`config.mk`:
```
export PLATFORM = sky130hd
export DESIGN_NAME = pdc_counter
export DESIGN_NICKNAME = d
export VERILOG_FILES = /design/src/pdc_pkg.sv /design/src/pdc_counter.sv /design/src/pdc_sync.sv
export SDC_FILE = /design/constraint.sdc
export NUM_CORES = 1
export LEC_CHECK = 0
export BUFFER_PORTS_ARGS = -buffer_cell sky130_fd_sc_hd__clkbuf_2
export CORE_MARGIN = 2
export CORE_UTILIZATION = 50
export CTS_CLUSTER_DIAMETER = 80
export CTS_CLUSTER_SIZE = 12
export DETAILED_ROUTE_END_ITERATION = 8
export HOLD_SLACK_MARGIN = 0.06
export PLACE_DENSITY_LB_ADDON = 0.08
export SYNTH_ARGS = -nofsm -noshare
export SYNTH_HDL_FRONTEND = slang
export SYNTH_HIERARCHICAL = 1
export SYNTH_SLANG_ARGS = --single-unit
```
`constraint.sdc`:
```
create_clock -name clk_i -period 2.8 [get_ports clk_i]
set_input_delay 0.56 -clock clk_i [delete_from_list [all_inputs] [get_ports clk_i]]
set_output_delay 0.56 -clock clk_i [all_outputs]
set_load 0.02 [all_outputs]
```
`src/pdc_pkg.sv`:
```
// Package of constants and types for the programmable down counter
package pdc_pkg;

  // ----------------------------------------------------------------
  // Widths
  // ----------------------------------------------------------------
  localparam int PDC_CNT_W = 16;
  localparam int PDC_MODE_W = 3;

  // ----------------------------------------------------------------
  // Mode codes
  // ----------------------------------------------------------------
  localparam logic [2:0] PDC_MODE_LEVEL = 3'h0;
  localparam logic [2:0] PDC_MODE_LEVEL_INV = 3'h1;
  localparam logic [2:0] PDC_MODE_PULSE = 3'h2;
  localparam logic [2:0] PDC_MODE_PULSE_INV = 3'h3;
  localparam logic [2:0] PDC_MODE_HOLD = 3'h4;
  localparam logic [2:0] PDC_MODE_HOLD_INV = 3'h5;
  localparam logic [2:0] PDC_MODE_ONESHOT = 3'h6;
  localparam logic [2:0] PDC_MODE_FREQ = 3'h7;

  // ----------------------------------------------------------------
  // Reset values and the count of one
  // ----------------------------------------------------------------
  localparam logic [15:0] PDC_COUNT_RST = 16'h0000;
  localparam logic [15:0] PDC_LATCH_RST = 16'h0000;
  localparam logic [15:0] PDC_ONE = 16'h0001;

  // ----------------------------------------------------------------
  // Counter phases
  // ----------------------------------------------------------------
  typedef enum logic [1:0] {
    PDC_IDLE,
    PDC_LOADED,
    PDC_RUN,
    PDC_DONE
  } pdc_phase_e;

  // Decoded view of the mode select inputs
  typedef struct packed {
    logic inverted;
    logic pulse;
    logic hold;
    logic oneshot;
    logic autoreload;
  } pdc_mode_s;

endpackage

```
`src/pdc_counter.sv`:
```
// Programmable 16-bit down counter with eight output modes
//
// Operation
// - Latches transparent while strobe low, hold on rise
// - Three select bits choose modes zero to seven
// - High trigger reloads counter on each edge
// - Low trigger decrements counter on each edge
// - Counting needs trigger pulse; mode seven autoreloads
// - Mode zero: output high at zero, toggle
// - Mode one: inverted level, toggle on fall
// - Mode two: one-cycle high pulse at zero
// - Mode three: one-cycle low pulse at zero
// - Mode four: pulse at zero, trigger freezes
// - Hold modes ignore reload until count zero
// - Mode five: inverted pulse with count hold
// - Mode six: output high from start to zero, for presets above one
// - Mode six retrigger reloads, output unchanged
// - Mode six pulse lasts loaded value minus one; a preset of one stays high
// - Mode seven pulses at zero and reloads
// - Mode seven runs until master reset
// - Mode seven trigger reloads and clears output
// - Zero preset keeps the counter idle
// - Counter sixteen bits, counts downward
`timescale 1ns/100ps
module pdc_counter #(
  parameter int CNT_W = pdc_pkg::PDC_CNT_W
) (
  input wire logic clk_i,
  input wire logic reset_i,
  input wire logic master_clear_n_i,
  input wire logic write_n_i,
  input wire logic [CNT_W-1:0] preset_in_i,
  input wire logic [2:0] mode_select_i,
  input wire logic trigger_in_i,
  output logic terminal_o,
  output logic half_rate_o,
  output logic [CNT_W-1:0] count_o
);

  // ----------------------------------------------------------------
  // Mode decode
  // ----------------------------------------------------------------
  // Map the select code onto behaviour flags
  function automatic pdc_pkg::pdc_mode_s pdc_decode(input logic [2:0] m);
    pdc_pkg::pdc_mode_s d;
    d = '0;
    d.inverted = m[0] & ~m[2] | (m == pdc_pkg::PDC_MODE_HOLD_INV);
    d.pulse = (m == pdc_pkg::PDC_MODE_PULSE) |
              (m == pdc_pkg::PDC_MODE_PULSE_INV) |
              (m == pdc_pkg::PDC_MODE_HOLD) |
              (m == pdc_pkg::PDC_MODE_HOLD_INV) |
              (m == pdc_pkg::PDC_MODE_FREQ);
    d.hold = (m == pdc_pkg::PDC_MODE_HOLD) |
             (m == pdc_pkg::PDC_MODE_HOLD_INV);
    d.oneshot = (m == pdc_pkg::PDC_MODE_ONESHOT);
    d.autoreload = (m == pdc_pkg::PDC_MODE_FREQ);
    return d;
  endfunction

  // ----------------------------------------------------------------
  // Pin synchronisers
  // ----------------------------------------------------------------
  logic clear_n; // Filtered master clear
  logic write_n; // Filtered write strobe
  logic trig; // Filtered trigger
  logic [2:0] mode; // Filtered mode select
  logic [CNT_W-1:0] preset; // Filtered preset data

  // One synchroniser per single pin
  pdc_sync #(.RST_VAL(1'b0)) u_sync_clr (
    .clk_i(clk_i),
    .reset_i(reset_i),
    .pin_i(master_clear_n_i),
    .level_o(clear_n)
  );
  pdc_sync #(.RST_VAL(1'b1)) u_sync_we (
    .clk_i(clk_i),
    .reset_i(reset_i),
    .pin_i(write_n_i),
    .level_o(write_n)
  );
  pdc_sync #(.RST_VAL(1'b0)) u_sync_trg (
    .clk_i(clk_i),
    .reset_i(reset_i),
    .pin_i(trigger_in_i),
    .level_o(trig)
  );

  // Bus pins pass their own synchronisers
  genvar gi;
  generate
    for (gi = 0; gi < 3; gi++) begin : g_mode
      pdc_sync #(.RST_VAL(1'b0)) u_sync_m (
        .clk_i(clk_i),
        .reset_i(reset_i),
        .pin_i(mode_select_i[gi]),
        .level_o(mode[gi])
      );
    end
    for (gi = 0; gi < CNT_W; gi++) begin : g_data
      pdc_sync #(.RST_VAL(1'b0)) u_sync_d (
        .clk_i(clk_i),
        .reset_i(reset_i),
        .pin_i(preset_in_i[gi]),
        .level_o(preset[gi])
      );
    end
  endgenerate

  // ----------------------------------------------------------------
  // State
  // ----------------------------------------------------------------
  logic [CNT_W-1:0] latch; // Held preset value
  logic [CNT_W-1:0] count; // Down counter
  pdc_pkg::pdc_phase_e phase; // Counter phase
  logic active; // Raw terminal level before inversion
  logic half; // Half-rate toggle
  logic trig_q; // Trigger of the previous cycle
  pdc_pkg::pdc_mode_s md; // Decoded mode
  logic [CNT_W-1:0] data_now; // Latch view seen this cycle
  logic at_one; // Count is about to reach zero
  logic running; // Counter is counting down
  logic do_load; // Load counter this edge
  logic do_dec; // Decrement counter this edge
  logic hit_zero; // Count reaches zero this edge
  logic start; // First count edge after the trigger falls
  localparam logic [CNT_W-1:0] PDC_DEC = CNT_W'(1); // One count step

  assign md = pdc_decode(mode);
  // Transparent while strobe is low
  assign data_now = write_n ? latch : preset;
  assign at_one = (count == pdc_pkg::PDC_ONE);
  assign running = (phase == pdc_pkg::PDC_RUN);
  // Hold modes refuse reload while running, trigger only freezes
  assign do_load = trig & ~(md.hold & running);
  assign do_dec = ~trig & running;
  // Start edge of a count-down; a preset of one reaches zero right there
  assign start = (phase == pdc_pkg::PDC_LOADED) & trig_q & ~trig;
  assign hit_zero = (do_dec | start) & at_one;

  // ----------------------------------------------------------------
  // Data latch
  // ----------------------------------------------------------------
  // Follow the data while the strobe is low, keep it otherwise
  always_ff @(posedge clk_i or posedge reset_i) begin
    if (reset_i) begin
      latch <= pdc_pkg::PDC_LATCH_RST;
    end else if (!write_n) begin
      latch <= preset;
    end
  end

  // Previous trigger, for start of count-down
  always_ff @(posedge clk_i or posedge reset_i) begin
    if (reset_i) begin
      trig_q <= 1'b0;
    end else begin
      trig_q <= trig;
    end
  end

  // ----------------------------------------------------------------
  // Counter and phase
  // ----------------------------------------------------------------
  // Load, decrement, stop at zero, or reload in frequency mode
  always_ff @(posedge clk_i or posedge reset_i) begin
    if (reset_i) begin
      count <= pdc_pkg::PDC_COUNT_RST;
      phase <= pdc_pkg::PDC_IDLE;
    end else if (!clear_n) begin
      count <= pdc_pkg::PDC_COUNT_RST;
      phase <= pdc_pkg::PDC_IDLE;
    end else if (do_load) begin
      count <= data_now;
      // Zero preset leaves the block idle
      phase <= (data_now == '0) ? pdc_pkg::PDC_IDLE
                                : pdc_pkg::PDC_LOADED;
    end else if (hit_zero && md.autoreload) begin
      // Reload on the zero edge and keep running
      count <= data_now;
      phase <= (data_now == '0) ? pdc_pkg::PDC_IDLE
                                : pdc_pkg::PDC_RUN;
    end else if (hit_zero) begin
      count <= '0;
      phase <= pdc_pkg::PDC_DONE;
    end else if (start) begin
      // Falling trigger: count-down begins this edge
      count <= count - PDC_DEC;
      phase <= pdc_pkg::PDC_RUN;
    end else if (do_dec) begin
      count <= count - PDC_DEC;
    end
  end

  // ----------------------------------------------------------------
  // Terminal level
  // ----------------------------------------------------------------
  // Raw active level; inversion applied at the output flop
  always_ff @(posedge clk_i or posedge reset_i) begin
    if (reset_i) begin
      active <= 1'b0;
    end else if (!clear_n) begin
      active <= 1'b0;
    end else if (md.oneshot) begin
      // High from first count edge until zero, for presets above one; retrigger keeps it
      if (phase == pdc_pkg::PDC_LOADED && trig_q && !trig) begin
        active <= 1'b1;
      end else if (hit_zero) begin
        active <= 1'b0;
      end
    end else if (do_load) begin
      active <= 1'b0;
    end else if (hit_zero) begin
      active <= 1'b1;
    end else if (md.pulse) begin
      active <= 1'b0;
    end
  end

  // Half-rate output toggles when the count reaches zero
  always_ff @(posedge clk_i or posedge reset_i) begin
    if (reset_i) begin
      half <= 1'b0;
    end else if (!clear_n) begin
      half <= 1'b0;
    end else if (hit_zero) begin
      half <= ~half;
    end
  end

  // ----------------------------------------------------------------
  // Output flops
  // ----------------------------------------------------------------
  // Registered pins; inverted modes rest high
  always_ff @(posedge clk_i or posedge reset_i) begin
    if (reset_i) begin
      terminal_o <= 1'b0;
      half_rate_o <= 1'b0;
      count_o <= pdc_pkg::PDC_COUNT_RST;
    end else begin
      terminal_o <= active ^ md.inverted;
      half_rate_o <= half;
      count_o <= count;
    end
  end

  // ----------------------------------------------------------------
  // Checks
  // ----------------------------------------------------------------
  property p_zero_stop;
    @(posedge clk_i) disable iff (reset_i)
    (hit_zero && !md.autoreload && clear_n) |=>
      (count == '0) && (phase == pdc_pkg::PDC_DONE);
  endproperty
  a_zero_stop: assert property (p_zero_stop)
    else $error("count did not stop at zero");

  property p_load;
    @(posedge clk_i) disable iff (reset_i)
    (do_load && clear_n) |=> (count == $past(data_now));
  endproperty
  a_load: assert property (p_load)
    else $error("trigger did not load the counter");

  property p_hold_freeze;
    @(posedge clk_i) disable iff (reset_i)
    (md.hold && running && trig && clear_n) |=> $stable(count);
  endproperty
  a_hold_freeze: assert property (p_hold_freeze)
    else $error("hold mode changed count while frozen");

  property p_dec;
    @(posedge clk_i) disable iff (reset_i)
    (do_dec && !at_one && clear_n) |=> (count == $past(count) - PDC_DEC);
  endproperty
  a_dec: assert property (p_dec)
    else $error("count did not decrement");

  property p_toggle;
    @(posedge clk_i) disable iff (reset_i)
    (hit_zero && clear_n) |=> (half != $past(half)) ##1
      (half_rate_o == $past(half));
  endproperty
  a_toggle: assert property (p_toggle)
    else $error("half-rate output did not toggle at zero");

  property p_pulse_one;
    @(posedge clk_i) disable iff (reset_i)
    (hit_zero && md.pulse && !md.oneshot && clear_n && !trig) |=>
      active ##1 (!active || !clear_n);
  endproperty
  a_pulse_one: assert property (p_pulse_one)
    else $error("pulse mode output not exactly one cycle");

  property p_auto;
    @(posedge clk_i) disable iff (reset_i)
    (hit_zero && md.autoreload && clear_n) |=>
      (count == $past(data_now));
  endproperty
  a_auto: assert property (p_auto)
    else $error("frequency mode did not reload at zero");

  property p_idle_zero;
    @(posedge clk_i) disable iff (reset_i)
    (do_load && data_now == '0 && clear_n) |=>
      (phase == pdc_pkg::PDC_IDLE);
  endproperty
  a_idle_zero: assert property (p_idle_zero)
    else $error("zero preset did not idle the counter");

  property p_clear;
    @(posedge clk_i) disable iff (reset_i)
    !clear_n |=> (count == '0) && !half && !active;
  endproperty
  a_clear: assert property (p_clear)
    else $error("master clear did not clear state");

  property p_start;
    @(posedge clk_i) disable iff (reset_i)
    (start && !at_one && clear_n) |=>
      running && (count == $past(count) - PDC_DEC);
  endproperty
  a_start: assert property (p_start)
    else $error("count-down did not start after trigger fell");

  property p_oneshot_rise;
    @(posedge clk_i) disable iff (reset_i)
    (md.oneshot && start && !at_one && clear_n) |=> active;
  endproperty
  a_oneshot_rise: assert property (p_oneshot_rise)
    else $error("one-shot output did not rise at count start");

  property p_oneshot_keep;
    @(posedge clk_i) disable iff (reset_i)
    (md.oneshot && do_load && clear_n) |=> (active == $past(active));
  endproperty
  a_oneshot_keep: assert property (p_oneshot_keep)
    else $error("one-shot reload changed the output");

  property p_freq_clear;
    @(posedge clk_i) disable iff (reset_i)
    (md.autoreload && do_load && clear_n) |=> !active;
  endproperty
  a_freq_clear: assert property (p_freq_clear)
    else $error("frequency mode trigger did not clear output");

  property p_rest_high;
    @(posedge clk_i) disable iff (reset_i)
    (md.inverted && !active) |=> terminal_o;
  endproperty
  a_rest_high: assert property (p_rest_high)
    else $error("inverted mode output not resting high");

endmodule

```
`src/pdc_sync.sv`:
```
// Three-stage synchroniser with agreement filter for one pin
`timescale 1ns/100ps
module pdc_sync #(
  parameter logic RST_VAL = 1'b0
) (
  input wire logic clk_i,
  input wire logic reset_i,
  input wire logic pin_i,
  output logic level_o
);

  // ----------------------------------------------------------------
  // Stages
  // ----------------------------------------------------------------
  logic s1; // First stage, read only by s2
  logic s2; // Second stage
  logic s3; // Third stage

  // Shift the pin through three flops
  always_ff @(posedge clk_i or posedge reset_i) begin
    if (reset_i) begin
      s1 <= RST_VAL;
      s2 <= RST_VAL;
      s3 <= RST_VAL;
    end else begin
      s1 <= pin_i;
      s2 <= s1;
      s3 <= s2;
    end
  end

  // Accept a change only when stages two and three agree
  always_ff @(posedge clk_i or posedge reset_i) begin
    if (reset_i) begin
      level_o <= RST_VAL;
    end else if (s2 == s3) begin
      level_o <= s3;
    end
  end

endmodule

```
==> flow_metrics.tcl, run 1 <==
set metrics [dict create \
    outcome "complete, no violations" \
    ios 42 \
    p_per_area_mw_per_mm2 856.7 \
    drcViolationCount 0 \
    synthToLayoutAreaGrowth_pct 18.14 \
    cp-end-kind "flip-flop" \
    nets 441 \
    crit_type "flip-flop to flip-flop" \
    die_h_um 104.7 \
    cts_tree "built" \
    timing.max_cap.violations 0 \
    met3_usage_pct 6.425 \
    synth-edff-count 0 \
    ys_seq_elements 143 \
    cp-start-kind "flip-flop" \
    postCtsResizedCells 1 \
    holdBufCountCts 0 \
    synth.most_common_cell "dfrtp_1" \
    grt_max_degree 56 \
    tightestPinTransition_ns 0.7093 \
    synth_seq_area_share_pct 70.70 \
    setup_viol 0 \
    worstPathArrival_ns 3.07 \
    finClkSkew_ns 0.008334 \
    cts_max_level 4 \
    synthArstFlopShare_pct 100.0 \
    cp.buffers_inverters 1 \
    clkLatencyLatePin_ns 0.52 \
    first_pass_iters 5 \
    diodes 0 \
    dp.cells 529 \
    vias 2914 \
    start_util_pct 51.62 \
    use_met1_pct 25.51 \
    fin_crit_ns 2.668 \
    rr_worst_depth 6 \
    postSynthAreaPerCell_um2 14.04 \
    synth_warnings 6 \
    drt_iter0_markers 141 \
    holdCritPathClass "input pin to flip-flop" \
    finalWeightedCongestion 0.8746 \
    cp-endpoint "phase[0]$_DFFE_PP0P_" \
    power_mw 5.130 \
    die-area_mm2 0.01096 \
    syn-num-nets 387 \
    final_util_pct 60.98 \
    hpwlAfterDp_um 5887 \
    cp_cell_sequence "mux2_2, nand4b_1, a2111oi_1, buf_4, nor2_1, o31a_1" \
    max-vdd-ir-drop_mv 0.4513 \
    synthCells 361 \
    max_freq_mhz 374.8 \
    drive_gt1_share_pct 29.44 \
    cts_root_buf "clkbuf_8" \
    yosys-top-cells-count "dfrtp_1 (139), inv_1 (32), maj3_2 (22)" \
    yosysTopAreaCell "dfrtp_1" \
    cts_setup_buffers 0 \
    grt_usage_pct 17.74 \
    cp.depth 6 \
    synth_flop_cell "dfrtp_1" \
    slew_headroom_pct 52.59 \
    cp_max_fo 19 \
    cts_buffer_depth 2 \
    crit_family "compound AO/OA/AOI/OAI gates" \
    synthesis.area_mm2 0.005069 \
    wire_per_inst_um 15.51 \
    slowest_stage "dfstp_4" \
    die_x_um 104.7 \
    top_usage_layer "met1" \
    antenna_found_initial 0 \
    grt_pass1_wl_um 14920 \
    reg2reg_from "u_sync_we/level_o$_DFFE_PP1N_" \
    synth.area.top_cells "dfrtp_1 (69%), maj3_2 (4.9%), mux2_2 (2.4%)" \
    p_leak_nw 2.783 \
    num_rows 36 \
    clkTransAtPathRegs_ns 0.06 \
    cts.sink_count 143 \
    core_area_mm2 0.009819 \
    synth.distinct_cells 54 \
    overflow 0 \
    rsz0062_at_grt "no" \
    startpoint "u_sync_we/level_o$_DFFE_PP1N_" \
    layoutNonFillerInstCount 561 \
    hold_violations 0 \
    io_buffers 41 \
    first_global_vias 2951 \
    nFillCells 809 \
    required_ns 3.21 \
    ant_nets 0 \
    viasPerCell 5.194 \
    crit_path_max_incr_delay_ns 0.77 \
    r2r_end "phase[0]$_DFFE_PP0P_" \
    rrSetupSlack_ns 0.13 \
    synth_top_area_share_pct 68.63 \
    cts_inserted_buffers 17 \
    finalCritPeriodShare_pct 95.29 \
    finalWirelength_um 8703 \
    grt_util_met2_pct 24.46 \
    drv_slew 0 \
]
[layout by cell type (no fill, tap or decap), types with 10 or more instances in the layout]
cell       instances
clkbuf_16         16
clkbuf_2          41
dfrtp_1          139
nor4_1            10
inv_1             31
nand2_1           20
o21ai_1           11
mux2_2            11
nor3_1            13
maj3_2            22
[final cells by class]
class                      instances  area, um2  area share [%]
tap                              133      166.4           2.779
sequential                       143       3587           59.90
clock buffer                      20      435.4           7.271
multi-input combinational        175       1301           21.73
inverter                          32      120.1           2.006
timing repair buffer              46      242.7           4.053
clock inverter                    12      135.1           2.257
[how the worst min path moves through the flow]
stage / end / slack [ns] / start / cells past startpoint
5_1_grt: u_sync_we/s1$_DFF_PP1_ / 0.09 / write_n_i / 1
3_5_place_dp: g_data[1].u_sync_d/s2$_DFF_PP0_ / 0.33 / g_data[1].u_sync_d/s1$_DFF_PP0_ / 0
3_3_place_gp: g_data[1].u_sync_d/s2$_DFF_PP0_ / 0.33 / g_data[1].u_sync_d/s1$_DFF_PP0_ / 0
2_1_floorplan: g_data[0].u_sync_d/level_o$_DFFE_PP0N_ / 0.33 / reset_i / 1
4_1_cts: u_sync_we/s1$_DFF_PP1_ / 0.09 / write_n_i / 1
6_report: u_sync_we/s1$_DFF_PP1_ / 0.12 / write_n_i / 1
[power by group]
part / internal [mW] / switching, mW / total [mW]
sequential: 2.28 / 0.155 / 2.44
clock: 1.29 / 0.828 / 2.12
combinational: 0.231 / 0.341 / 0.572
[metrics by stage]
stage | setup TNS [ns] | hold slack (ns) | setup slack [ns] | area (um2)
finish | 0 | 0.1152 | 0.1319 | 5988
global route | 0 | 0.09459 | 0.1058 | 5988
CTS | 0 | 0.09035 | 0.06503 | 5984
detailed placement | -0.06685 | 0.3347 | -0.06685 | 5413
global placement | -0.03266 | 0.3316 | -0.03266 | 5413
floorplan | 0 | 0.3261 | 0.6111 | 5069
[sequential cells by signal (all words and copies together) (netlist names), 2 cells and up]
signal / count
g_mode.u_sync_m/level_o: 3
count_o: 16
g_data.u_sync_d/level_o: 16
g_mode.u_sync_m/s3: 3
count: 16
phase: 2
g_mode.u_sync_m/s2: 3
g_data.u_sync_d/s3: 16
g_data.u_sync_d/s1: 16
g_data.u_sync_d/s2: 16
latch: 16
g_mode.u_sync_m/s1: 3
[cell families after synthesis]
kind of cell,count (synthesis),share of synthesized area (%)
and+or+nand+nor,86,9.874
AOI/OAI and AO/OA,47,6.616
buffers and inverters,43,3.653
xor gates and xnor gates,2,0.3457
DFF,143,70.70
muxes,16,3.431
adders and majority gates,24,5.381
[metal layers]
metal	vias up	share of wire [%]
li1	1370	-
met1	1448	49
met2	79	44
met3	17	5.1
met4	0	2.2
met5	-	0
Note: power is estimated with default switching activity, not from simulation.
==> run 2: changes to the inputs <==
--- a/config.mk
+++ b/config.mk
@@ -8,6 +8,7 @@
 export BUFFER_PORTS_ARGS = -buffer_cell sky130_fd_sc_hd__clkbuf_2
 export CORE_MARGIN = 2
 export CORE_UTILIZATION = 50
+export CTS_BUF_LIST = sky130_fd_sc_hd__clkbuf_8
 export CTS_CLUSTER_DIAMETER = 80
 export CTS_CLUSTER_SIZE = 12
 export DETAILED_ROUTE_END_ITERATION = 8
==> run 2 against run 1 <==
Net effect: non-clock buffer count unchanged; setup slack worse by 0.091 ns; die area unchanged; via count shrank 1.7%; critical endpoint unchanged.
==> flow_metrics.tcl, run 2 (synthesis results as in run 1) <==
set metrics [dict create \
    layout_commonest_cell "dfrtp_1" \
    p_leak_nw 2.709 \
    min_path_cells 1 \
    finalWeightedCongestion 0.8746 \
    slew_headroom_pct 52.71 \
    die_x_um 104.7 \
    finalCritPeriodShare_pct 98.55 \
    overflow 0 \
    drcViolationCount 0 \
    die_h_um 104.7 \
    pre_cts_slack_ns -0.06685 \
    first_global_vias 2916 \
    power.share.switching_pct 27.15 \
    cts_tree "built" \
    power_mw 4.557 \
    cp-start-kind "flip-flop" \
    p_per_area_mw_per_mm2 785.1 \
    cts.sink_count 143 \
    drive_gt1_share_pct 29.44 \
    hold_violations 0 \
    max_freq_mhz 362.4 \
    fin_hold_ws_ns 0.2071 \
    tightestPinTransition_ns 0.7075 \
    cts_buffer_depth 2 \
    switchingPower_mw 1.237 \
    grt_usage_pct 17.37 \
    rr_worst_depth 6 \
    first_pass_iters 7 \
    ant_nets 0 \
    start_util_pct 51.62 \
    clkLatencyLatePin_ns 0.43 \
    nFillCells 837 \
    postCtsResizedCells 1 \
    finalSetupTns_ns 0 \
    core_area_mm2 0.009819 \
    setup_slack_ns 0.04052 \
    drv_slew 0 \
    die-area_mm2 0.01096 \
    io_buffers 41 \
    diodes 0 \
    p_seq_share_pct 53.3 \
    finClkSkew_ns 0.01092 \
    cts_setup_buffers 0 \
    drt_iter0_markers 132 \
    cp_max_fo 19 \
    timing.max_cap.violations 0 \
    final_util_pct 59.11 \
    worstPathArrival_ns 3.07 \
    cts_inserted_buffers 17 \
    fin_crit_ns 2.759 \
    pwr-share-comb_pct 12.5 \
    holdCritPathClass "input pin to flip-flop" \
    clkPwrFrac_pct 34.1 \
    cp-end-kind "flip-flop" \
    max-vdd-ir-drop_mv 0.4894 \
    nets 441 \
    holdBufCountCts 0 \
    finalWirelength_um 8514 \
    antenna_found_initial 0 \
    grt_max_degree 56 \
    grt_pass1_wl_um 14660 \
    num_rows 36 \
    rsz0062_at_grt "no" \
    wire_per_inst_um 15.18 \
    cts_root_buf "clkbuf_8" \
    crit_type "flip-flop to flip-flop" \
    outcome "complete, no violations" \
    synthToLayoutAreaGrowth_pct 14.52 \
    viasPerCell 5.105 \
    vias 2864 \
    required_ns 3.11 \
    hpwlAfterDp_um 5887 \
    clkTransAtPathRegs_ns 0.08 \
    layout_common_cells "dfrtp_1 (139), clkbuf_2 (41), inv_1 (33), maj3_2 (22), nand2_1 (20)" \
    ios 42 \
    p_int_mw 3.320 \
    cts_max_level 4 \
    setup_viol 0 \
]
-- run 2: cell count changes in the layout (fill, tap and decap cells not counted), sizes merged --
cell | previous run | this run
inv | 34 | 36
clkbuf | 61 | 59
-- run 2: area by class of cell --
| type | instances | area (um2) | share of cell area (%) |
|---|---|---|---|
| Inverter | 32 | 120.1 | 2.069 |
| Clock inverter | 14 | 142.6 | 2.457 |
| Multi-Input combinational cell | 175 | 1301 | 22.42 |
| Tap cell | 133 | 166.4 | 2.867 |
| Timing Repair Buffer | 46 | 242.7 | 4.182 |
| Clock buffer | 18 | 247.7 | 4.268 |
| Sequential cell | 143 | 3583 | 61.74 |
-- run 2: power groups by stage --
| stage | Sequential, mW | Clock, mW | Combinational, mW |
|---|---|---|---|
| 2_1_floorplan | 2.46 | 0 | 0.401 |
| 3_3_place_gp | 2.46 | 0 | 0.565 |
| 3_5_place_dp | 2.47 | 0 | 0.570 |
| 4_1_cts | 2.43 | 1.61 | 0.575 |
| 5_1_grt | 2.46 | 1.71 | 0.633 |
| 6_report | 2.43 | 1.56 | 0.570 |
-- run 2: worst paths after layout --
| check | from | endpoint | slack [ns] |
|---|---|---|---|
| setup / recovery | u_sync_we/level_o$_DFFE_PP1N_ | phase[0]$_DFFE_PP0P_ | 0.04 |
| hold / removal | write_n_i | u_sync_we/s1$_DFF_PP1_ | 0.21 |
| setup reg to reg | u_sync_we/level_o$_DFFE_PP1N_ | phase[0]$_DFFE_PP0P_ | 0.04 |
| hold reg to reg | g_data[13].u_sync_d/s1$_DFF_PP0_ | g_data[13].u_sync_d/s2$_DFF_PP0_ | 0.35 |
| max in group asynchronous | reset_i | count_o[1]$_DFF_PP0_ | 1.70 |
| min in group asynchronous | reset_i | g_data[7].u_sync_d/s1$_DFF_PP0_ | 0.36 |
-- run 2: metal layers --
layer  share of wire, %  wire length (um)  global-route usage (%)  vias up
met3                4.8               410                   5.864       15
li1                   -                 -                       -     1362
met1                 49              4212                   25.28     1421
met5                  0                 0                       0        -
met4                2.2               187                   7.905        0
met2                 44              3705                   23.67       66
-- run 2: worst max-delay path: stages, from the launching register on --
cell and delay [ns]:
dfstp_2 0.84, mux2_2 0.43, nand4b_1 0.22, a2111oi_1 0.60, buf_4 0.23, nor2_1 0.04, o31a_1 0.28
-- run 2: metrics by stage --
| step | instances | cell area [um2] |
|---|---|---|
| 3_3_place_gp | 529 | 5413 |
| 2_1_floorplan | 361 | 5069 |
| 5_1_grt | 561 | 5804 |
| 3_5_place_dp | 529 | 5413 |
| 4_1_cts | 561 | 5804 |
| 6_report | 561 | 5804 |
==> run 3: changes to the inputs <==
--- a/config.mk
+++ b/config.mk
@@ -16,5 +16,4 @@
 export PLACE_DENSITY_LB_ADDON = 0.08
 export SYNTH_ARGS = -nofsm -noshare
 export SYNTH_HDL_FRONTEND = slang
-export SYNTH_HIERARCHICAL = 1
 export SYNTH_SLANG_ARGS = --single-unit
==> run 3 against run 2 <==
Net effect: clock power is essentially flat; critical path depth is the same; clock-buffer cell count grew 2; via count grew 2.7%; flip-flop and latch count is the same; routed wire length grew 4.7%; combinational power grew 65%.
==> flow_metrics.tcl, run 3 <==
set metrics [dict create \
    outcome "complete, no violations" \
    clkTransAtPathRegs_ns 0.07 \
    slew_headroom_pct 58.43 \
    layout_common_cells "dfrtp_1 (139), clkbuf_2 (41), maj3_1 (22), nor2_1 (20), clkbuf_8 (20)" \
    layoutNonFillerInstCount 552 \
    synth.most_common_cell "dfrtp_1" \
    multiInputGateArea_mm2 0.001376 \
    placement.cell_area_mm2 0.005456 \
    cts_max_level 4 \
    grt_usage_pct 17.93 \
    synthMuxAreaShare_pct 3.895 \
    holdBufCountCts 0 \
    synth.distinct_cells 53 \
    overflow 0 \
    p_leak_nw 2.644 \
    viasPerCell 5.330 \
    hpwlAfterDp_um 5827 \
    rsz0062_at_grt "no" \
    synthesis.area_mm2 0.005044 \
    nets 433 \
    cts_root_buf "clkbuf_8" \
    fin_crit_ns 2.418 \
    cp_max_fo 10 \
    finClkSkew_ns 0.01150 \
    max-vdd-ir-drop_mv 0.5521 \
    cts_buffer_depth 2 \
    synth.area.top_cells "dfrtp_1 (69%), maj3_1 (4.4%), mux2_2 (2.9%)" \
    die_h_um 104.4 \
    clkLatencyLatePin_ns 0.44 \
    ant_nets 0 \
    synthArstFlopShare_pct 100.0 \
    finalCritPeriodShare_pct 86.37 \
    synth_seq_area_share_pct 71.05 \
    die-area_mm2 0.01091 \
    synthCells 345 \
    synth_top_family_by_area "simple AND/OR/NAND/NOR gates" \
    slowest_stage "or4_4" \
    cts.sink_count 143 \
    vias 2942 \
    synthToLayoutAreaGrowth_pct 15.95 \
    grt_max_degree 96 \
    cp_cell_sequence "or4_4, a211o_1, o21ai_2, buf_4, o21ai_0, a211o_1" \
    yosysTopAreaCell "dfrtp_1" \
    syn-num-nets 371 \
    layout_commonest_cell "dfrtp_1" \
    finalWirelength_um 8916 \
    crit_type "flip-flop to flip-flop" \
    nFillCells 777 \
    drt_iter0_markers 229 \
    ios 42 \
    tightestPinTransition_ns 0.6213 \
    io_buffers 41 \
    yosys-top-cells-count "dfrtp_1 (139), maj3_1 (22), nor2_1 (20)" \
    drv_slew 0 \
    finalWeightedCongestion 0.8354 \
    synth-compound-area-share_pct 7.889 \
    cts_setup_buffers 0 \
    cts_inserted_buffers 17 \
    ys_seq_elements 143 \
    synthAdderAreaFrac_pct 4.862 \
    max_freq_mhz 413.5 \
    setup_viol 0 \
    required_ns 3.13 \
    cp_common_cell "a211o_1" \
    timing.max_cap.violations 0 \
    drcViolationCount 0 \
    synth-edff-count 0 \
    stdcell_area_mm2 0.005848 \
    holdCritPathClass "input pin to flip-flop" \
    start_util_pct 51.60 \
    antenna_found_initial 0 \
    grt_pass1_wl_um 14750 \
    synth_flop_cell "dfrtp_1" \
    cp-start-kind "flip-flop" \
    synth_top_area_share_pct 68.97 \
    cp-end-kind "flip-flop" \
    diodes 0 \
    dp.cells 521 \
    wire_per_inst_um 16.15 \
    finalSetupTns_ns 0 \
    synth_warnings 0 \
    first_global_vias 2843 \
    p_per_area_mw_per_mm2 864.1 \
    ff_latch_area_mm2 0.003583 \
    cts_tree "built" \
    worstPathArrival_ns 2.75 \
    first_pass_iters 5 \
    core_area_mm2 0.009774 \
    postSynthAreaPerCell_um2 14.62 \
    die_x_um 104.4 \
    synth_simple_gate_area_share_pct 10.30 \
    hold_violations 0 \
    drive_gt1_share_pct 26.25 \
    crit_path_max_incr_delay_ns 0.54 \
    num_rows 36 \
    synth_xor_area_share_pct 0.3473 \
    postCtsResizedCells 0 \
]
==> run 3: per-stage QoR <==
stage | setup slack, ns | power, mW | util, % | hold WS, ns
detailed placement | 0.3699 | 3.513 | 55.82 | 0.3347
global route | 0.1491 | 5.329 | 59.83 | 0.1686
floorplan | 0.4522 | 3.185 | - | 0.3312
CTS | 0.3566 | 5.117 | 59.83 | 0.1528
finish | 0.3817 | 5.054 | 59.83 | 0.2027
global placement | 0.4178 | 3.507 | 55.82 | 0.3316
==> run 3: per-layer routing <==
metal,share of wire (%),GRT usage [%]
met1,49,26.51
met2,44,23.86
met3,5.7,5.952
met4,1.2,8.494
met5,0,0
==> run 3: logic make-up after synthesis <==
kind of cell | count (synthesis)
buffers and inverters | 16
flip-flops | 143
XOR/XNOR | 2
AO/OA/AOI/OAI | 53
adder cells (fa/ha/maj) | 24
AND/OR/NAND/NOR | 90
multiplexers | 17
==> run 3: worst paths after layout <==
| kind | startpoint | endpoint | slack (ns) | cells past startpoint |
|---|---|---|---|---|
| max in group asynchronous | reset_i | count_o[14]$_DFF_PP0_ | 2.07 | 3 |
| setup / recovery | count[10]$_DFFE_PP0P_ | count[6]$_DFFE_PP0P_ | 0.38 | 6 |
| setup reg to reg | count[10]$_DFFE_PP0P_ | count[6]$_DFFE_PP0P_ | 0.38 | 6 |
| hold / removal | write_n_i | u_sync_we.s1$_DFF_PP1_ | 0.20 | 1 |
| hold reg to reg | g_data[11].u_sync_d.s1$_DFF_PP0_ | g_data[11].u_sync_d.s2$_DFF_PP0_ | 0.34 | 0 |
| min in group asynchronous | reset_i | g_data[15].u_sync_d.s2$_DFF_PP0_ | 0.23 | 3 |
==> run 3: area by class of cell <==
class	count	share of cell area, %
flip-flops and latches	143	61.28
well taps	133	2.846
clock inverters	11	1.990
repair buffers	52	5.135
multi-input cells	186	23.53
clock buffers	20	4.707
inverters	7	0.5135
==> run 3: where the power goes <==
| group | switching, mW | internal, mW | total [mW] |
|---|---|---|---|
| Sequential | 0.214 | 2.33 | 2.55 |
| Clock | 0.716 | 0.849 | 1.57 |
| Combinational | 0.546 | 0.394 | 0.940 |
| Total | 1.48 | 3.58 | 5.05 |
==> run 3: critical path: cells and delay by family, from the launching register on <==
kind            cells  cell delay, ns
simple gates        1            0.54
buf+inv             1            0.22
compound gates      4            1.06
flops               1            0.49
